`config.mk`:
```
export PLATFORM = sky130hd
export DESIGN_NAME = quad_supervisor_reset_watchdog
export DESIGN_NICKNAME = d
export VERILOG_FILES = /design/src/hdl/supervisor_pkg.sv /design/src/hdl/quad_supervisor_reset_watchdog.sv /design/src/hdl/sv_channel.sv
export VERILOG_INCLUDE_DIRS = /design/src /design/src/hdl
export SDC_FILE = /design/constraint.sdc
export NUM_CORES = 2
export LEC_CHECK = 0
export BUFFER_PORTS_ARGS = -buffer_cell sky130_fd_sc_hd__buf_2
export CAP_MARGIN = 15
export CORE_MARGIN = 2
export CORE_UTILIZATION = 35
export DETAILED_ROUTE_END_ITERATION = 7
export GPL_TIMING_DRIVEN = 0
export SYNTH_ARGS = -nofsm -noshare
export SYNTH_HDL_FRONTEND = slang
export SYNTH_SLANG_ARGS = --single-unit
```
`constraint.sdc`:
```
create_clock -name mclk_in -period 5.1 [get_ports mclk_in]
set_input_delay 0.765 -clock mclk_in [delete_from_list [all_inputs] [get_ports mclk_in]]
set_output_delay 0.765 -clock mclk_in [all_outputs]
set_load 0.02 [all_outputs]
```
`src/hdl/supervisor_map.svh`:
```
// constants of the quad supervisor: timebase, delay and watchdog figures, select codes
// assumes a single free-running timebase; no bus-visible registers exist
`ifndef SUPERVISOR_MAP_SVH
`define SUPERVISOR_MAP_SVH

`define SUP_CLK_MHZ 100
`define SUP_LONG_MS 300
`define SUP_SHORT_MS 20
`define SUP_WDT_MS 610
`define SUP_CNT_W 32
`define SUP_CHANNELS 4

// delay select codes, one pair of pins per channel
`define SUP_SEL_SHORT 2'h0
`define SUP_SEL_LONG 2'h1
`define SUP_SEL_PROG 2'h2
`define SUP_SEL_PROG_ALT 2'h3

// channel state codes, one-hot
`define SUP_ST_ASSERTED 3'h1
`define SUP_ST_DELAY 3'h2
`define SUP_ST_RELEASED 3'h4

`endif

```
`src/hdl/supervisor_pkg.sv`:
```
// types shared by the supervisor channel and the supervisor top
// assumes supervisor_map.svh is on the include path
`include "supervisor_map.svh"

package supervisor_pkg;

   typedef logic [`SUP_CNT_W-1:0] cnt_t;

   typedef enum logic [2:0] {
      CH_ASSERTED = `SUP_ST_ASSERTED,
      CH_DELAY = `SUP_ST_DELAY,
      CH_RELEASED = `SUP_ST_RELEASED
   } chan_state_t;

   typedef enum logic [1:0] {
      SEL_SHORT = `SUP_SEL_SHORT,
      SEL_LONG = `SUP_SEL_LONG,
      SEL_PROG = `SUP_SEL_PROG,
      SEL_PROG_ALT = `SUP_SEL_PROG_ALT
   } dly_sel_t;

   // every pin that arrives from outside the timebase
   typedef struct packed {
      logic [`SUP_CHANNELS-1:0][`SUP_CNT_W-1:0] prog;
      logic [`SUP_CHANNELS-1:0][1:0] sel;
      logic mr_n;
      logic kick;
      logic mon1;
      logic mon2;
      logic mon3;
      logic mon4_low;
      logic mon4_high;
   } pins_t;

   typedef struct packed {
      chan_state_t state;
      cnt_t cnt;
      cnt_t term;
      logic out_n;
   } chan_st_t;

   typedef struct packed {
      pins_t s1;
      pins_t s2;
      pins_t s3;
      pins_t filt;
      logic kick_prev;
      cnt_t wd_cnt;
      logic wdo_n;
   } top_st_t;

endpackage

```
`src/hdl/quad_supervisor_reset_watchdog.sv`:
```
// digital core of a four-channel supply supervisor with watchdog
// assumes comparator levels arrive already digitised and asynchronous;
// monitor high means above the falling threshold, high-side high means
// above the rising threshold; delay selects and programmed counts are static
//
// Contract
// RULE1: four independent channels, each own reset output
// RULE2: channel 1 low on manual reset or undervoltage
// RULE3: channel 2 low while monitor under threshold
// RULE4: channel 3 low while monitor under threshold
// RULE5: channel 4 released only inside voltage window
// RULE6: release only after configured delay elapses
// RULE7: assert immediately, abandon running delay
// RULE8: delay applies per channel on each release
// RULE9: watchdog times out after 610 ms without kick
// RULE10: timeout output latched low until channel 1 reset
// RULE11: no timeout while channel 1 is asserted
// RULE12: processor kicks faster than watchdog period
// RULE13: delay choice: 300 ms, 20 ms, programmable
// RULE14: count starts at release, kick edge restarts
// RULE15: timeout cleared only by channel 1 assertion
// RULE16: pins synchronised, counters with constant terminals
`timescale 1ns/1ps

module quad_supervisor_reset_watchdog
   import supervisor_pkg::*;
#(
   parameter cnt_t LONG_CYC = `SUP_LONG_MS * 1000 * `SUP_CLK_MHZ,
   parameter cnt_t SHORT_CYC = `SUP_SHORT_MS * 1000 * `SUP_CLK_MHZ,
   parameter cnt_t WDT_CYC = `SUP_WDT_MS * 1000 * `SUP_CLK_MHZ
) (
   input wire logic mclk_in, // 100 MHz timebase
   input wire logic resetn_in, // synchronous reset, active low
   input wire logic manual_rst_in_n, // manual reset for channel 1, active low
   input wire logic watchdog_kick_in, // watchdog kick, either edge counts
   input wire logic ch1_monitor_in, // channel 1 above falling threshold
   input wire logic ch2_monitor_in, // channel 2 above falling threshold
   input wire logic ch3_monitor_in, // channel 3 above falling threshold
   input wire logic ch4_low_side_in, // channel 4 above falling threshold
   input wire logic ch4_high_side_in, // channel 4 above rising threshold
   input wire logic [3:0][1:0] delay_select_pin, // per-channel delay select
   input wire logic [3:0][31:0] prog_delay_in, // per-channel programmed cycles
   output logic ch1_rst_out_n, // channel 1 reset, active low
   output logic ch2_rst_out_n, // channel 2 reset, active low
   output logic ch3_rst_out_n, // channel 3 reset, active low
   output logic ch4_rst_out_n, // channel 4 reset, active low
   output logic watchdog_timeout_out_n // latched watchdog timeout, active low
);

   localparam top_st_t ST_RST = '{
      s1: '0, s2: '0, s3: '0, filt: '0,
      kick_prev: 1'b0, wd_cnt: '0, wdo_n: 1'b1
   };

   top_st_t st_r;
   top_st_t st_nxt;
   pins_t pins;
   logic [3:0] ok;
   logic [3:0] ch_rst_n;
   logic kick_edge;

   always_comb begin
      pins = '0;
      pins.prog = prog_delay_in;
      pins.sel = delay_select_pin;
      pins.mr_n = manual_rst_in_n;
      pins.kick = watchdog_kick_in;
      pins.mon1 = ch1_monitor_in;
      pins.mon2 = ch2_monitor_in;
      pins.mon3 = ch3_monitor_in;
      pins.mon4_low = ch4_low_side_in;
      pins.mon4_high = ch4_high_side_in;
   end

   // release conditions per channel
   assign ok[0] = st_r.filt.mr_n & st_r.filt.mon1; // RULE2
   assign ok[1] = st_r.filt.mon2; // RULE3
   assign ok[2] = st_r.filt.mon3; // RULE4
   assign ok[3] = st_r.filt.mon4_low & ~st_r.filt.mon4_high; // RULE5

   assign kick_edge = st_r.filt.kick ^ st_r.kick_prev;

   always_comb begin
      st_nxt = st_r;
      // three stages; a bit moves only once stages two and three agree
      st_nxt.s1 = pins; // RULE16
      st_nxt.s2 = st_r.s1;
      st_nxt.s3 = st_r.s2;
      st_nxt.filt = (st_r.s2 & st_r.s3) | (st_r.filt & (st_r.s2 ^ st_r.s3));
      st_nxt.kick_prev = st_r.filt.kick;
      if (!ch_rst_n[0]) begin
         // channel 1 asserted: count held off, latch cleared
         st_nxt.wd_cnt = '0; // RULE11
         st_nxt.wdo_n = 1'b1; // RULE15
      end else if (!st_r.wdo_n) begin
         st_nxt.wd_cnt = '0; // RULE10
      end else if (kick_edge) begin
         st_nxt.wd_cnt = '0; // RULE14
      end else if (st_r.wd_cnt >= WDT_CYC - 32'h1) begin
         st_nxt.wdo_n = 1'b0; // RULE9
         st_nxt.wd_cnt = '0;
      end else begin
         st_nxt.wd_cnt = st_r.wd_cnt + 32'h1;
      end
   end

   always_ff @(posedge mclk_in) begin
      if (!resetn_in) begin
         st_r <= ST_RST;
      end else begin
         st_r <= st_nxt;
      end
   end

   // one instance per channel, each fully independent
   genvar g;
   generate
      for (g = 0; g < `SUP_CHANNELS; g = g + 1) begin : g_ch
         sv_channel #(
            .LONG_CYC(LONG_CYC),
            .SHORT_CYC(SHORT_CYC)
         ) u_ch (
            .mclk_in(mclk_in),
            .resetn_in(resetn_in),
            .ok_in(ok[g]), // RULE1
            .sel_in(st_r.filt.sel[g]),
            .prog_in(st_r.filt.prog[g]),
            .rst_out_n(ch_rst_n[g])
         );
      end
   endgenerate

   assign ch1_rst_out_n = ch_rst_n[0];
   assign ch2_rst_out_n = ch_rst_n[1];
   assign ch3_rst_out_n = ch_rst_n[2];
   assign ch4_rst_out_n = ch_rst_n[3];
   assign watchdog_timeout_out_n = st_r.wdo_n;
endmodule

```
`src/hdl/sv_channel.sv`:
```
// one supervisory channel: immediate assert, delayed release
// assumes ok_in, sel_in and prog_in are already synchronised to mclk_in
`timescale 1ns/1ps

module sv_channel
   import supervisor_pkg::*;
#(
   parameter cnt_t LONG_CYC = 32'h1,
   parameter cnt_t SHORT_CYC = 32'h1
) (
   input wire logic mclk_in, // timebase
   input wire logic resetn_in, // synchronous reset, active low
   input wire logic ok_in, // all release conditions hold
   input wire logic [1:0] sel_in, // delay select code
   input wire cnt_t prog_in, // programmable delay in cycles
   output logic rst_out_n // channel reset, active low
);

   localparam chan_st_t ST_RST = '{state: CH_ASSERTED, cnt: '0, term: 32'h1, out_n: 1'b0};

   chan_st_t st_r;
   chan_st_t st_nxt;
   cnt_t run_r;

   function automatic cnt_t pick_term(input logic [1:0] sel, input cnt_t prog);
      cnt_t t;
      unique case (dly_sel_t'(sel))
         SEL_SHORT: t = SHORT_CYC;
         SEL_LONG: t = LONG_CYC;
         SEL_PROG, SEL_PROG_ALT: t = prog;
      endcase
      // a zero count would wrap to the longest possible delay; one cycle is the floor
      if (t == '0) begin
         t = 32'h1;
      end
      return t;
   endfunction

   always_comb begin
      st_nxt = st_r;
      if (!ok_in) begin
         st_nxt.state = CH_ASSERTED; // RULE7
         st_nxt.cnt = '0;
         st_nxt.out_n = 1'b0;
      end else begin
         unique case (st_r.state)
            CH_ASSERTED: begin
               st_nxt.state = CH_DELAY; // RULE8
               st_nxt.cnt = '0;
               st_nxt.term = pick_term(sel_in, prog_in); // RULE13
            end
            CH_DELAY: begin
               if (st_r.cnt >= st_r.term - 32'h1) begin
                  st_nxt.state = CH_RELEASED; // RULE6
                  st_nxt.out_n = 1'b1;
               end else begin
                  st_nxt.cnt = st_r.cnt + 32'h1;
               end
            end
            CH_RELEASED: st_nxt.out_n = 1'b1;
            default: begin
               st_nxt.state = CH_ASSERTED;
               st_nxt.out_n = 1'b0;
            end
         endcase
      end
   end

   always_ff @(posedge mclk_in) begin
      if (!resetn_in) begin
         st_r <= ST_RST;
      end else begin
         st_r <= st_nxt;
      end
   end

   assign rst_out_n = st_r.out_n;

   // helper: consecutive cycles with ok_in high, saturating
   always_ff @(posedge mclk_in) begin
      if (!resetn_in || !ok_in) begin
         run_r <= '0;
      end else if (run_r != '1) begin
         run_r <= run_r + 32'h1;
      end
   end
endmodule

```
==> run_results.csv <==
group,metric,value,unit
min_path,min_to,"st_nxt[381]",
drt,drcViolationCount,0,
setup_path,critical-path-top-delay-family,"simple AND/OR/NAND/NOR gates",
clock_network,htree_num_levels,3,
yosys,mappedNetlistArea,36400,um^2
yosys,avgSynthCellArea,9.55,um^2
setup_path,crit_chain,"nor4_4 > nand3_2 > or4_4 > or4_4 > or2_4 > nor3_2 > xnor2_1 > ha_1 > nand4_1 > nor4_1 > nand3_1 > a31oi_2 > o21a_1 > clkbuf_2 > o21ai_0 > o31ai_1",
yosys,synth-edff-count,0,
timing,hold_viol_final,0,
yosys,synthFlopType,"dfxtp_1",
clock_network,clk_latency,670,ps
pwr,p_leak,16.7,nW
finish,drive_gt1_share,9.05,%
finish,final_net_count,4493,
grt,antenna_found_initial,6,
timing,worst_pin_slew,1010,ps
drt,route.final.wire_length,89000,um
placed_design,port_buffers,148,
setup_path,worst_ep_arrival_time,5370,ps
timing,finClkSkew,44.7,ps
setup_path,crit_top_cell,"or4_4",
drt,viasPerCell,4.92,
yosys,netlist_instances,3811,
grt,grt-ovfl-total,0,
grt,first_global_vias,25800,
placed_design,gp_congestion,0.888,
yosys,async_flop_share,0,%
yosys,yosysTopAreaCellShare,48.3,%
floorplan,start_util,35.2,%
pwr,irDropWorstVdd,0.000283,V
finish,final_common_cell,"dfxtp_1",
floorplan,rows,118,
clock_network,clock-root-buffer,"clkbuf_16",
setup_path,r2r_end,"g_ch[3].u_ch.st_r[48]",
clock_network,clk_path_buf_depth,3,
setup_path,critPathLaunchType,"flip-flop",
min_path,hold_start,"prog_delay_in[46]",
drt,final_antenna_net_count,0,
setup_path,path_max_fanout,10,
setup_path,cp_slowest_cell,"or4_4",
floorplan,coreArea,103000,um^2
setup_path,path_depth,16,
finish,area_growth,16.6,%
timing,fin_crit_sh,93.8,%
yosys,synth_top_area_cell,"dfxtp_1",
setup_path,rrSetupSlack,320,ps
clock_network,cts_sinks,878,
setup_path,critPathBufInv,1,
clock_network,path_clk_slew,60,ps
setup_path,r2r-start,"g_ch[3].u_ch.st_r[3]",
yosys,synth_top_cells_by_area,"dfxtp_1 48%, ha_1 9.6%, and2_1 8.1%",
timing,fin_tns_setup,0,ps
run,maxCapViolations,0,
min_path,min_path_type,"in -> reg",
floorplan,die_area,107000,um^2
timing,slew_violations,0,
placed_design,hpwl,66900,um
yosys,synth-seq-cells,878,
setup_path,critPathMaxStageDelay,550,ps
pwr,p_per_area,349,nW/um^2
setup_path,critical_path_class,"reg -> reg",
grt,grt_start_max_net_pins,15,
setup_path,endpoint_kind,"flip-flop",
drt,vias,27200,
floorplan,die_w,326,um
grt,track_usage,16.4,%
timing,min_period,4780,ps
timing,setup_viol,0,
finish,fin_util,41.0,%
finish,final_cell_mix,"878 x dfxtp_1, 472 x and2_1, 280 x ha_1, 248 x a21oi_1, 222 x nor2b_1",
timing,fmax,0.209,GHz
drt,drt_pre_antenna_iters,5,
drt,drt_iter0_drc,1808,
timing,slew_headroom,32.4,%
setup_path,reg2regPathDepth,16,
setup_path,crit_required,5680,ps
timing,hold_ws,302,ps
yosys,yosysWarnings,0,
yosys,ys_types,74,
grt,grt_pass1_wl,141000,um
clock_network,cts_tree,"built",
finish,fillers,10200,
min_path,whs_path_depth,2,
floorplan,ios,150,
outcome,status,"finished clean",
clock_network,cts_made_buffers,93,
floorplan,die_y,326,um
clock_network,ctsHoldBuffers,0,
finish,layout.area.seq,17600,um^2
drt,detail_route.wl_per_cell,16.1,um
yosys,seq_area_frac_synth,48.3,%
finish,multi_input_area,18100,um^2
[through the flow]
step	cell area [um^2]	power, W	setup WS (ps)	std cells
floorplan	36400	0.00742	684	3816
global placement	38900	0.00762	-574	5344
detailed placement	38900	0.00763	-232	5347
CTS	42300	0.0150	32.2	5519
global route	42400	0.0153	-16.3	5525
finish	42400	0.0148	317	5527
[flip-flops by register name, indices dropped and copies added (netlist names)]
signal,cells
st_nxt,287
watchdog_timeout_out_n,1
g_ch.u_ch.st_r,268
g_ch.u_ch.rst_out_n,4
st_r,316
ok,2
[power by group]
part	internal, W	switching, W	total (W)
combinational	0.000186	0.000227	0.000413
clock	0.00444	0.00289	0.00733
sequential	0.00700	0.0000544	0.00706
[Yosys cell counts, drive strengths merged (22+ instances only)]
master,n
a211oi,22
a21boi,39
a21oi,248
a22oi,63
a31oi,71
and2,472
and3,42
clkbuf,155
dfxtp,878
ha,280
inv,50
nand2,218
nand3,91
nand4,65
nor2,201
nor2b,222
nor3,65
nor4,74
o21ai,171
or3,28
xnor2,97
xor2,56
[cell type report]
cell class | count | share of cell area, %
Antenna cell | 2 | 0.0118
Buffer | 155 | 1.41
Clock buffer | 124 | 6.33
Clock inverter | 48 | 1.64
Inverter | 50 | 0.443
Multi-Input combinational cell | 2732 | 42.7
Sequential cell | 878 | 41.4
Tap cell | 1380 | 4.07
Timing Repair Buffer | 158 | 1.95
[layer usage]
layer  up-vias  wire length [um]  GRT usage (%)
met4         0              1700           4.46
met2       544             40700           27.1
met1     12700             42300           22.2
met5         -                 0              0
li1      13900                 -              -
met3       112              4310           2.83
[worst max path at each step]
stage | from | endpoint | slack (ps)
2_1_floorplan | g_ch[0].u_ch.st_r[7] | g_ch[0].u_ch.st_r[36] | 680
3_3_place_gp | g_ch[0].u_ch.st_r[7] | g_ch[0].u_ch.st_r[46] | -570
3_5_place_dp | g_ch[1].u_ch.st_r[3] | g_ch[1].u_ch.st_r[44] | -230
4_1_cts | g_ch[0].u_ch.st_r[7] | g_ch[0].u_ch.st_r[36] | 30
5_1_grt | g_ch[1].u_ch.st_r[3] | g_ch[1].u_ch.st_r[35] | -20
6_report | g_ch[3].u_ch.st_r[3] | g_ch[3].u_ch.st_r[48] | 320
[cells by family after synthesis]
| family | synth area share (%) |
|---|---|
| other | 0.0103 |
| flip-flops | 48.3 |
| AO/OA/AOI/OAI | 11.9 |
| AND/OR/NAND/NOR | 24.0 |
| multiplexers | 0.282 |
| XOR/XNOR | 3.68 |
| buffers and inverters | 2.13 |
| adder cells (fa/ha/maj) | 9.63 |
[repair_timing]
| action | 4_1_cts | 5_1_grt |
|---|---|---|
| setup endpoints to repair | 79 | 97 |
| setup buffers | 0 | 7 |
| resized for setup | 8 | 23 |
| gates cloned | 0 | 0 |
| pin swaps | 0 | 2 |
(Power assumes the default switching activity.)
